## src/dac_ctrl_map.svh

```systemverilog
// Register indices, field positions, reset values and counts of the converter mode control.
`ifndef DAC_CTRL_MAP_SVH
`define DAC_CTRL_MAP_SVH
`define IDX_LEFT_GAIN 7'h10
`define IDX_RIGHT_GAIN 7'h11
`define IDX_MUTE_OVR_RESET 7'h12
`define IDX_OUTPUT_DEEMPH 7'h13
`define IDX_FORMAT_ROLLOFF 7'h14
`define IDX_GAIN_RANGE 7'h15
`define POS_SILENCE_LEFT 0
`define POS_SILENCE_RIGHT 1
`define POS_OVERSAMPLE 6
`define POS_SOFT_REINIT 7
`define POS_DISABLE_LEFT 0
`define POS_DISABLE_RIGHT 1
`define POS_DEEMPH_ENABLE 4
`define POS_DEEMPH_RATE_LO 5
`define POS_DEEMPH_RATE_HI 6
`define POS_FORMAT_LO 0
`define POS_FORMAT_HI 2
`define POS_SLOW_ROLLOFF 5
`define POS_RANGE_SEL 0
`define POS_WORD_LEAD 15
`define POS_INDEX_HI 14
`define POS_INDEX_LO 8
`define POS_DATA_HI 7
`define POS_DATA_LO 0
`define GAIN_RESET 8'hff
`define FINE_MUTE_CODE 8'h80
`define WIDE_MUTE_CODE 8'h9a
`define FORMAT_RESET 3'h5
`define DEEMPH_RATE_RESET 2'h0
`define WORD_BITS 5'h10
`define BIT_COUNT_MAX 5'h1f
`define RAMP_LAST_SAMPLE 3'h7
`define REINIT_LAST_CYCLE 11'h3ff
`define OSR_16 8'h10
`define OSR_32 8'h20
`define OSR_64 8'h40
`define MIDSCALE_LEVEL 24'h000000
`endif

```

## src/dac_ctrl_pkg.sv

```systemverilog
// Types shared by the converter mode control modules.
package dac_ctrl_pkg;
  typedef enum logic {CTRL_RUN, CTRL_REINIT} ctrl_state_t;
  typedef enum logic [1:0] {SYSCLK_X128_192, SYSCLK_X256_384, SYSCLK_X512_UP, SYSCLK_SPARE} sysclk_class_t;
  typedef logic [7:0] gain_code_t;
endpackage

```

## src/dac_serial_rx.sv

```systemverilog
// Three-wire write-only control port receiver, sampled on the system clock.
`timescale 1ns/10ps
`include "dac_ctrl_map.svh"
module dac_serial_rx
  import dac_ctrl_pkg::*;
(
  input wire logic clk_in,
  input wire logic rst_in,
  input wire logic ce_in,
  input wire logic select_n_in,
  input wire logic shift_clock_in,
  input wire logic serial_in,
  output logic wr_out,
  output logic [6:0] index_out,
  output logic [7:0] data_out
);
  logic [2:0] sync_a;
  logic [2:0] sync_b;
  logic sclk_d;
  logic sel_d;
  logic [15:0] shift;
  logic [4:0] count;

  // Pins: bit 2 select, bit 1 shift clock, bit 0 data; all take the same latency so data keeps its hold.
  always_ff @(posedge clk_in) begin
    if (rst_in) begin
      sync_a <= 3'h7;
      sync_b <= 3'h7;
      sclk_d <= 1'b1;
      sel_d <= 1'b1;
    end else if (ce_in) begin
      sync_a <= {select_n_in, shift_clock_in, serial_in};
      sync_b <= sync_a;
      sclk_d <= sync_b[1];
      sel_d <= sync_b[2];
    end
  end

  wire sel_low = ~sync_b[2];
  wire sclk_rise = sel_low & sync_b[1] & ~sclk_d;
  wire sel_fall = sel_low & sel_d;
  wire sel_rise = sync_b[2] & ~sel_d;
  wire word_ok = (count == `WORD_BITS) & ~shift[`POS_WORD_LEAD];
  wire [4:0] next_count = sel_fall ? 5'h00 : (sclk_rise && count != `BIT_COUNT_MAX) ? count + 5'h01 : count;

  always_ff @(posedge clk_in) begin
    if (rst_in) begin
      shift <= 16'h0000;
      count <= 5'h00;
    end else if (ce_in) begin
      count <= next_count;
      if (sclk_rise) begin
        shift <= {shift[14:0], sync_b[0]}; // [RQ19]
      end
    end
  end

  // A word is taken only on the select release after exactly sixteen clocks with a zero lead bit.
  always_ff @(posedge clk_in) begin
    if (rst_in) begin
      wr_out <= 1'b0;
      index_out <= 7'h00;
      data_out <= 8'h00;
    end else if (ce_in) begin
      wr_out <= sel_rise & word_ok; // [RQ20]
      if (sel_rise && word_ok) begin
        index_out <= shift[`POS_INDEX_HI:`POS_INDEX_LO]; // [RQ19]
        data_out <= shift[`POS_DATA_HI:`POS_DATA_LO];
      end
    end
  end
endmodule

```

## src/dac_gain_ramp.sv

```systemverilog
// One channel's stepping digital attenuator with soft mute.
`timescale 1ns/10ps
`include "dac_ctrl_map.svh"
module dac_gain_ramp
  import dac_ctrl_pkg::*;
(
  input wire logic clk_in,
  input wire logic rst_in,
  input wire logic ce_in,
  input wire logic clear_in,
  input wire logic step_in,
  input wire logic silence_in,
  input wire logic range_in,
  input wire gain_code_t target_in,
  output gain_code_t applied_out,
  output logic [8:0] atten_half_db_out,
  output logic muted_out
);
  wire [7:0] floor_code = range_in ? `WIDE_MUTE_CODE : `FINE_MUTE_CODE; // [RQ3]
  wire goal_muted = silence_in | (target_in <= floor_code); // [RQ3] [RQ7]
  wire [7:0] goal = goal_muted ? floor_code : target_in; // [RQ8]
  // Steps always start from the applied level, so a new goal mid-ramp never jumps.
  wire [7:0] stepped = (step_in && applied_out < goal) ? applied_out + 8'h01 :
                       (step_in && applied_out > goal) ? applied_out - 8'h01 : applied_out; // [RQ4] [RQ21]
  wire [7:0] next_applied = clear_in ? `GAIN_RESET : stepped;
  wire [7:0] next_drop = `GAIN_RESET - next_applied;
  wire [8:0] next_atten = range_in ? {next_drop, 1'b0} : {1'b0, next_drop}; // [RQ1] [RQ2]
  wire next_muted = next_applied <= floor_code; // [RQ3]

  always_ff @(posedge clk_in) begin
    if (rst_in) begin
      applied_out <= `GAIN_RESET;
      atten_half_db_out <= 9'h000;
      muted_out <= 1'b0;
    end else if (ce_in) begin
      applied_out <= next_applied; // [RQ7] [RQ8]
      atten_half_db_out <= next_atten;
      muted_out <= next_muted;
    end
  end
endmodule

```

## src/dac_mode_ctrl.sv

```systemverilog
// Mode control top of the stereo converter: serial registers, attenuator ramps, soft reinit, output gating.
// Function
// [RQ1] Attenuation in dB equals step size times gain code minus 255.
// [RQ2] Range clear gives 0.5 dB steps; range set gives 1 dB steps.
// [RQ3] Codes up to 128 fine, or up to 154 wide, mean full mute.
// [RQ4] Applied gain moves one step per eight sample periods toward the target.
// [RQ5] Left and right gain codes are held and written independently.
// [RQ6] Both gain codes reset to all ones, no attenuation.
// [RQ7] Soft mute set ramps that channel down to full mute stepwise.
// [RQ8] Soft mute cleared ramps that channel back up to its programmed level.
// [RQ9] Host writes zero into every reserved bit.
// [RQ10] At 512, 768 or 1152 fs clock, oversampling is x64 or x128.
// [RQ11] At 256 or 384 fs clock, oversampling is x32 or x64.
// [RQ12] At 128 or 192 fs clock, oversampling is x16 or x32.
// [RQ13] Soft reinit acts as power-on reset for 1024 system clocks.
// [RQ14] A disabled channel outputs midscale; an enabled one follows audio.
// [RQ15] De-emphasis is applied only while enabled; it resets disabled.
// [RQ16] Rate field: 00 44.1 kHz, 01 48 kHz, 10 32 kHz, 11 reserved.
// [RQ17] Format field: right-justified 24/20/18/16, I2S, left-justified default.
// [RQ18] Rolloff bit clear selects sharp response, set selects slow.
// [RQ19] Control word: zero, seven index bits, eight data bits, MSB first.
// [RQ20] Select low, sixteen clocks, select high latches the indexed register.
// [RQ21] A target change mid-ramp continues from the applied level.
`timescale 1ns/10ps
`include "dac_ctrl_map.svh"
module dac_mode_ctrl
  import dac_ctrl_pkg::*;
(
  input wire logic CLK_IN,
  input wire logic RST_IN,
  input wire logic CE_IN,
  input wire logic CTRL_SELECT_N_IN,
  input wire logic CTRL_SHIFT_CLOCK_IN,
  input wire logic CTRL_SERIAL_IN,
  input wire logic SAMPLE_TICK_IN,
  input wire logic [1:0] SYSCLK_CLASS_IN,
  input wire logic [23:0] LEFT_AUDIO_IN,
  input wire logic [23:0] RIGHT_AUDIO_IN,
  output logic [23:0] LEFT_OUTPUT_OUT,
  output logic [23:0] RIGHT_OUTPUT_OUT,
  output logic [7:0] LEFT_GAIN_APPLIED_OUT,
  output logic [7:0] RIGHT_GAIN_APPLIED_OUT,
  output logic [8:0] LEFT_ATTEN_HALF_DB_OUT,
  output logic [8:0] RIGHT_ATTEN_HALF_DB_OUT,
  output logic LEFT_MUTED_OUT,
  output logic RIGHT_MUTED_OUT,
  output logic ATTEN_RANGE_SEL_OUT,
  output logic [7:0] OVERSAMPLE_RATIO_OUT,
  output logic DEEMPH_ENABLE_OUT,
  output logic [1:0] DEEMPH_RATE_SEL_OUT,
  output logic [2:0] AUDIO_FORMAT_SEL_OUT,
  output logic FILTER_SLOW_ROLLOFF_OUT,
  output logic REINIT_BUSY_OUT
);
  ctrl_state_t state;
  ctrl_state_t next_state;
  logic [10:0] reinit_count;
  logic [2:0] sample_count;
  gain_code_t left_gain_code;
  gain_code_t right_gain_code;
  logic left_silence;
  logic right_silence;
  logic oversample_high;
  logic left_disable;
  logic right_disable;
  logic deemph_enable;
  logic [1:0] deemph_rate_sel;
  logic [2:0] audio_format_sel;
  logic filter_slow_rolloff;
  logic atten_range_sel;
  logic [7:0] oversample_ratio;
  logic rx_wr;
  logic [6:0] rx_index;
  logic [7:0] rx_data;

  dac_serial_rx u_serial_rx (
    .clk_in(CLK_IN),
    .rst_in(RST_IN),
    .ce_in(CE_IN),
    .select_n_in(CTRL_SELECT_N_IN),
    .shift_clock_in(CTRL_SHIFT_CLOCK_IN),
    .serial_in(CTRL_SERIAL_IN),
    .wr_out(rx_wr),
    .index_out(rx_index),
    .data_out(rx_data)
  );

  // Writes are dropped while the soft reinit period runs, as during power-on reset.
  wire busy = (state == CTRL_REINIT);
  wire wr_ok = rx_wr & ~busy;
  wire hit_left = wr_ok & (rx_index == `IDX_LEFT_GAIN);
  wire hit_right = wr_ok & (rx_index == `IDX_RIGHT_GAIN);
  wire hit_mute = wr_ok & (rx_index == `IDX_MUTE_OVR_RESET);
  wire hit_output = wr_ok & (rx_index == `IDX_OUTPUT_DEEMPH);
  wire hit_format = wr_ok & (rx_index == `IDX_FORMAT_ROLLOFF);
  wire hit_range = wr_ok & (rx_index == `IDX_GAIN_RANGE);
  wire start_reinit = hit_mute & rx_data[`POS_SOFT_REINIT]; // [RQ13]
  wire clear_all = RST_IN | (CE_IN & start_reinit); // [RQ13]
  wire reinit_done = (reinit_count == `REINIT_LAST_CYCLE);

  always_comb begin
    next_state = state;
    case (state)
      CTRL_RUN: begin
        if (start_reinit) begin
          next_state = CTRL_REINIT;
        end
      end
      CTRL_REINIT: begin
        if (reinit_done) begin
          next_state = CTRL_RUN;
        end
      end
      default: begin
        next_state = CTRL_RUN;
      end
    endcase
  end

  // The reinit period counts 1024 system clocks from the cycle after the latching write.
  always_ff @(posedge CLK_IN) begin
    if (RST_IN) begin
      state <= CTRL_RUN;
      reinit_count <= 11'h000;
    end else if (CE_IN) begin
      state <= next_state;
      reinit_count <= busy ? reinit_count + 11'h001 : 11'h000; // [RQ13]
    end
  end

  // Ramp pacing: one step strobe on every eighth sample tick.
  wire ramp_step = SAMPLE_TICK_IN & (sample_count == `RAMP_LAST_SAMPLE) & ~busy; // [RQ4]

  always_ff @(posedge CLK_IN) begin
    if (clear_all || (CE_IN && busy)) begin
      sample_count <= 3'h0;
    end else if (CE_IN && SAMPLE_TICK_IN) begin
      sample_count <= sample_count + 3'h1; // [RQ4]
    end
  end

  always_ff @(posedge CLK_IN) begin
    if (clear_all) begin
      left_gain_code <= `GAIN_RESET; // [RQ6]
    end else if (CE_IN && hit_left) begin
      left_gain_code <= rx_data; // [RQ5]
    end
  end

  always_ff @(posedge CLK_IN) begin
    if (clear_all) begin
      right_gain_code <= `GAIN_RESET; // [RQ6]
    end else if (CE_IN && hit_right) begin
      right_gain_code <= rx_data; // [RQ5]
    end
  end

  // Reserved bits are expected to be written as zero and are not stored.
  always_ff @(posedge CLK_IN) begin
    if (clear_all) begin
      left_silence <= 1'b0;
      right_silence <= 1'b0;
      oversample_high <= 1'b0;
    end else if (CE_IN && hit_mute) begin
      left_silence <= rx_data[`POS_SILENCE_LEFT]; // [RQ7] [RQ8]
      right_silence <= rx_data[`POS_SILENCE_RIGHT];
      oversample_high <= rx_data[`POS_OVERSAMPLE]; // [RQ9]
    end
  end

  always_ff @(posedge CLK_IN) begin
    if (clear_all) begin
      left_disable <= 1'b0;
      right_disable <= 1'b0;
      deemph_enable <= 1'b0; // [RQ15]
      deemph_rate_sel <= `DEEMPH_RATE_RESET; // [RQ16]
    end else if (CE_IN && hit_output) begin
      left_disable <= rx_data[`POS_DISABLE_LEFT]; // [RQ14]
      right_disable <= rx_data[`POS_DISABLE_RIGHT];
      deemph_enable <= rx_data[`POS_DEEMPH_ENABLE]; // [RQ15]
      deemph_rate_sel <= rx_data[`POS_DEEMPH_RATE_HI:`POS_DEEMPH_RATE_LO]; // [RQ16]
    end
  end

  always_ff @(posedge CLK_IN) begin
    if (clear_all) begin
      audio_format_sel <= `FORMAT_RESET; // [RQ17]
      filter_slow_rolloff <= 1'b0; // [RQ18]
    end else if (CE_IN && hit_format) begin
      audio_format_sel <= rx_data[`POS_FORMAT_HI:`POS_FORMAT_LO]; // [RQ17]
      filter_slow_rolloff <= rx_data[`POS_SLOW_ROLLOFF]; // [RQ18]
    end
  end

  always_ff @(posedge CLK_IN) begin
    if (clear_all) begin
      atten_range_sel <= 1'b0;
    end else if (CE_IN && hit_range) begin
      atten_range_sel <= rx_data[`POS_RANGE_SEL]; // [RQ2]
    end
  end

  // The clock class only picks the base ratio; the oversampling bit doubles it.
  wire [1:0] class_code = SYSCLK_CLASS_IN;
  wire [7:0] base_ratio = (class_code == SYSCLK_X128_192) ? `OSR_16 :
                          (class_code == SYSCLK_X256_384) ? `OSR_32 : `OSR_64; // [RQ10] [RQ11] [RQ12]
  wire [7:0] next_ratio = oversample_high ? {base_ratio[6:0], 1'b0} : base_ratio; // [RQ10] [RQ11] [RQ12]

  always_ff @(posedge CLK_IN) begin
    if (RST_IN) begin
      oversample_ratio <= `OSR_32;
    end else if (CE_IN) begin
      oversample_ratio <= next_ratio;
    end
  end

  dac_gain_ramp u_left_ramp (
    .clk_in(CLK_IN),
    .rst_in(RST_IN),
    .ce_in(CE_IN),
    .clear_in(busy | start_reinit),
    .step_in(ramp_step),
    .silence_in(left_silence),
    .range_in(atten_range_sel),
    .target_in(left_gain_code),
    .applied_out(LEFT_GAIN_APPLIED_OUT),
    .atten_half_db_out(LEFT_ATTEN_HALF_DB_OUT),
    .muted_out(LEFT_MUTED_OUT)
  );

  dac_gain_ramp u_right_ramp (
    .clk_in(CLK_IN),
    .rst_in(RST_IN),
    .ce_in(CE_IN),
    .clear_in(busy | start_reinit),
    .step_in(ramp_step),
    .silence_in(right_silence),
    .range_in(atten_range_sel),
    .target_in(right_gain_code),
    .applied_out(RIGHT_GAIN_APPLIED_OUT),
    .atten_half_db_out(RIGHT_ATTEN_HALF_DB_OUT),
    .muted_out(RIGHT_MUTED_OUT)
  );

  // Outputs sit at midscale while disabled or during reinit, so no stale sample leaks out.
  // The latching write already forces midscale, so the first busy cycle shows the reset level too.
  wire quiet_all = busy | start_reinit; // [RQ13]
  wire left_quiet = left_disable | quiet_all;
  wire right_quiet = right_disable | quiet_all;
  wire [23:0] next_left = left_quiet ? `MIDSCALE_LEVEL : LEFT_AUDIO_IN; // [RQ14]
  wire [23:0] next_right = right_quiet ? `MIDSCALE_LEVEL : RIGHT_AUDIO_IN; // [RQ14]

  always_ff @(posedge CLK_IN) begin
    if (RST_IN) begin
      LEFT_OUTPUT_OUT <= `MIDSCALE_LEVEL;
      RIGHT_OUTPUT_OUT <= `MIDSCALE_LEVEL;
    end else if (CE_IN && (SAMPLE_TICK_IN || quiet_all)) begin
      LEFT_OUTPUT_OUT <= next_left;
      RIGHT_OUTPUT_OUT <= next_right;
    end
  end

  assign ATTEN_RANGE_SEL_OUT = atten_range_sel;
  assign OVERSAMPLE_RATIO_OUT = oversample_ratio;
  assign DEEMPH_ENABLE_OUT = deemph_enable; // [RQ15]
  assign DEEMPH_RATE_SEL_OUT = deemph_rate_sel;
  assign AUDIO_FORMAT_SEL_OUT = audio_format_sel;
  assign FILTER_SLOW_ROLLOFF_OUT = filter_slow_rolloff;
  assign REINIT_BUSY_OUT = busy;
endmodule

```

## config.mk

```make
export PLATFORM = sky130hd
export DESIGN_NAME = dac_mode_ctrl
export DESIGN_NICKNAME = d
export VERILOG_FILES = /design/src/dac_ctrl_pkg.sv /design/src/dac_serial_rx.sv /design/src/dac_gain_ramp.sv /design/src/dac_mode_ctrl.sv
export VERILOG_INCLUDE_DIRS = /design/src
export SDC_FILE = /design/constraint.sdc
export NUM_CORES = 1
export LEC_CHECK = 0
export BUFFER_PORTS_ARGS = -buffer_cell sky130_fd_sc_hd__clkbuf_2
export CAP_MARGIN = 20
export CORE_UTILIZATION = 55
export DETAILED_ROUTE_END_ITERATION = 10
export PLACE_DENSITY_LB_ADDON = 0.15
export SLEW_MARGIN = 20
export SYNTH_ARGS = -nofsm -noshare
export SYNTH_HDL_FRONTEND = slang
export SYNTH_SLANG_ARGS = --single-unit
```

## constraint.sdc

```tcl
create_clock -name CLK_IN -period 12.5 [get_ports CLK_IN]
set_input_delay 1.25 -clock CLK_IN [delete_from_list [all_inputs] [get_ports CLK_IN]]
set_output_delay 1.25 -clock CLK_IN [all_outputs]
set_load 0.05 [all_outputs]
```

==> results.py <==
metrics = {
    "floorplanning": {
        "num_rows": 44,
        "initial_utilization": 0.569,
        "fp.dieW_um": 125,
        "die-area_mm2": 0.0157,
        "die_y_um": 125,
        "io_pins": 158,
        "coreArea_mm2": 0.0147,
    },
    "clock_network": {
        "clkSinkCount": 177,
        "hold_buffers": 0,
        "htree_levels": 4,
        "post_cts_resized": 0,
        "post-cts-setup-buffer-count": 0,
        "cts_tree": "done",
        "cts.path.max_buffers": 2,
        "clk-insertion-delay-late_ns": 0.43,
        "numCtsBuffers": 17,
        "cts_root_buf": "clkbuf_16",
        "clk_pin_slew_ns": 0.07,
    },
    "hold_path": {
        "min_path_type": "register to register",
        "holdPathStages": 2,
    },
    "power": {
        "power.internal_mw": 0.963,
        "ir_drop_uv": 96.8,
        "pwr-share-seq": 0.456,
        "swShare": 0.250,
        "leakage_nw": 4.35,
        "clkPwrFrac": 0.449,
        "power_density_mw_per_mm2": 129,
        "switching_power_mw": 0.322,
        "combinationalPowerShare": 0.095,
    },
    "logic_synthesis": {
        "ys_seq_elements": 177,
        "muxShareOfSynthArea": 0.0599,
        "netlist.area_leader.share": 0.423,
        "syn_area_mm2": 0.00837,
        "synth.most_common_cell": "dfxtp_1",
        "syn_inst": 1007,
        "synth_cell_types": 63,
        "synth_top_cell_by_area": "dfxtp_1",
        "syn_avg_cell_area_um2": 8.31,
        "synth_edf_count": 0,
        "synth_seq_area_share": 0.423,
        "async_reset_ff_frac": 0,
        "synth_compound_area_frac": 0.168,
        "yosys_most_used_dff": "dfxtp_1",
        "yosys.area_share.simple": 0.235,
        "synth_xor_area_frac": 0.0167,
        "yosys_warnings": 0,
        "synth_fa_ha_area_frac": 0.0568,
        "synthTopCellsByCount": "dfxtp_1 (177), nand2_1 (152), a21oi_1 (106)",
        "synth_top_family_by_area": "simple AND/OR/NAND/NOR gates",
        "synth_area_leaders": "dfxtp_1 (42%), nand2_1 (6.8%), a21oi_1 (6.3%)",
    },
    "route": {
        "routed_wl_um": 20400,
        "route.detailed.drc": 5,
        "first_pass_iters": 8,
        "antenna_left": 0,
        "vias": 7552,
        "viasPerCell": 5.68,
        "route.detailed.wl_per_inst_um": 15.3,
        "drtIter0Drc": 468,
    },
    "worst_setup_path": {
        "path_buf_inv": 2,
        "path_class": "register to register",
        "critPathMaxFanout": 27,
        "critPathArrivalTime_ns": 5.80,
        "crit_path_end_kind": "register",
        "critPathRequiredTime_ns": 12.86,
        "cp_slowest_cell": "o311ai_1",
        "critical_path.cell_chain": "buf_4 > ha_1 > nand2b_1 > a21o_1 > a21oi_1 > a41oi_1 > o311ai_1 > inv_1 > nand2_1 > ha_1 > a21oi_1 > o21ai_0 > or2_1 > or4b_1 > o21ai_0 > xnor2_1 > nand2_1 > ha_1 > a21o_1 > a21oi_1 > a31oi_1 > or4b_1 > o22ai_1",
        "crit_path_start_kind": "register",
        "path_depth": 23,
        "reg2reg_depth": 23,
        "max_stage_delay_ns": 0.63,
        "crit_family": "compound AO/OA/AOI/OAI gates",
    },
    "layout": {
        "drive_above_1_share": 0.192,
        "n_antenna_cell": 0,
        "fin_nets": 1229,
        "fin_cells": 1330,
        "area_growth_pct": 18.6,
        "nFillCells": 1266,
    },
    "timing": {
        "grt_setup_unrepaired": "no",
        "final.min_clock_period_ns": 5.44,
        "worst_slew_pin_slew_ns": 0.876,
        "fin_tns_setup_ns": 0,
        "finClkSkew_ns": 0.00986,
        "hold_violations": 0,
        "setup_slack_ns": 7.06,
        "final-setup-viol-count": 0,
        "min_period_over_period": 0.435,
        "timing.fmax_mhz": 184,
        "slew_headroom": 0.416,
        "maxSlewViolCount": 0,
    },
    "global_route": {
        "met3_usage": 0.0479,
        "antenna_found_initial": 0,
        "grt_max_degree": 85,
        "grt_use_met1": 0.333,
        "gr-usage-met2": 0.451,
        "gr-total-overflow": 0,
        "grt_pass1_vias": 7032,
        "grt-busiest-layer": "met2",
        "grt_pass1_wl_um": 33900,
        "track_usage": 0.266,
    },
    "run": {
        "cap_violations": 0,
    },
    "placement": {
        "place_congestion": 0.922,
        "dpl.cell_count": 1298,
        "place_ws_ns": 7.17,
        "io_buffer_count": 153,
        "place_hpwl_um": 13900,
    },
    "outcome": {
        "violations": "design-rule violations",
        "status": "finished, violations left",
    },
}
==> metal layers <==
metal,vias up,part of all wire
li1,3788,-
met1,3527,0.44
met2,198,0.49
met3,39,0.044
met4,0,0.024
met5,-,0
==> cells in the final DEF (no fill, tap or decap), types with 10 or more instances in the layout <==
| cell | count |
|---|---|
| a21oi_1 | 106 |
| nand2b_1 | 12 |
| ha_1 | 38 |
| a211o_1 | 15 |
| dfxtp_1 | 177 |
| buf_4 | 13 |
| nand3_1 | 88 |
| nor2b_1 | 11 |
| inv_1 | 17 |
| o21ai_0 | 22 |
| clkbuf_16 | 17 |
| a22oi_1 | 12 |
| and3_1 | 10 |
| mux2i_1 | 49 |
| nor2_1 | 90 |
| clkbuf_2 | 152 |
| nand2_1 | 152 |
==> through the flow <==
stage	cell area [um^2]	util	total power [mW]	hold slack (ns)
global placement	9250	0.629	0.718	0.437
floorplan	8390	-	0.687	0.427
detailed placement	9260	0.630	0.720	0.441
CTS	9900	0.673	1.29	0.452
global route	9930	0.675	1.33	0.472
finish	9930	0.675	1.29	0.451
==> path summary, 6_finish.rpt <==
path	from	endpoint	slack (ns)
worst min-delay path	RIGHT_OUTPUT_OUT[18]	RIGHT_OUTPUT_OUT[18]	0.45
worst max register to register	ATTEN_RANGE_SEL_OUT	u_left_ramp.muted_out	7.06
worst min register to register	RIGHT_OUTPUT_OUT[18]	RIGHT_OUTPUT_OUT[18]	0.45
worst max-delay path	ATTEN_RANGE_SEL_OUT	u_left_ramp.muted_out	7.06
==> power groups by stage <==
stage                     Combinational [mW]  Clock (mW)  Sequential (mW)
after floorplan                       0.0539           0            0.633
after global placement                 0.120           0            0.598
after detailed placement               0.121           0            0.598
after CTS                              0.122       0.584            0.586
after global routing                   0.132       0.609            0.587
final                                  0.123       0.577            0.586
==> worst register-to-register path, delay by kind of cell, from the launching register on <==
kind / cells / cell delay (ns)
simple gates: 6 / 1.57
flops: 1 / 0.34
fa+ha+maj: 3 / 0.75
xor+xnor: 1 / 0.24
compound gates: 11 / 1.97
buf+inv: 2 / 0.51
==> cell families (layout without fill, tap and decap cells) <==
group | Yosys count | in the layout
AOI/OAI and AO/OA | 219 | 219
xor gates and xnor gates | 16 | 16
adders and majority gates | 38 | 38
buffers and inverters | 83 | 217
DFF | 177 | 177
muxes | 50 | 50
other | 1 | 6
and+or+nand+nor | 423 | 423
==> registers in the layout (all words and copies together) (netlist names), 2 cells and up <==
register and count:
LEFT_OUTPUT_OUT 24, RIGHT_OUTPUT_OUT 24, u_serial_rx.shift 16, reinit_count 11
u_left_ramp.atten_half_db_out 9, u_right_ramp.atten_half_db_out 9, left_gain_code 8, right_gain_code 8
u_left_ramp.applied_out 8, u_right_ramp.applied_out 8, u_serial_rx.data_out 8, u_serial_rx.index_out 7
u_serial_rx.count 5, OVERSAMPLE_RATIO_OUT 4, AUDIO_FORMAT_SEL_OUT 3, sample_count 3
u_serial_rx.sync_a 3, u_serial_rx.sync_b 3, DEEMPH_RATE_SEL_OUT 2
==> final cells by class <==
| type | count | area, um^2 | area share |
|---|---|---|---|
| Clock buffer | 20 | 467 | 0.0470 |
| Clock inverter | 11 | 175 | 0.0176 |
| Inverter | 19 | 71.3 | 0.00718 |
| Multi-Input combinational cell | 752 | 4540 | 0.458 |
| Sequential cell | 177 | 3540 | 0.357 |
| Tap cell | 184 | 230 | 0.0232 |
| Timing Repair Buffer | 167 | 897 | 0.0904 |
Power figures use the tool's default switching activity.
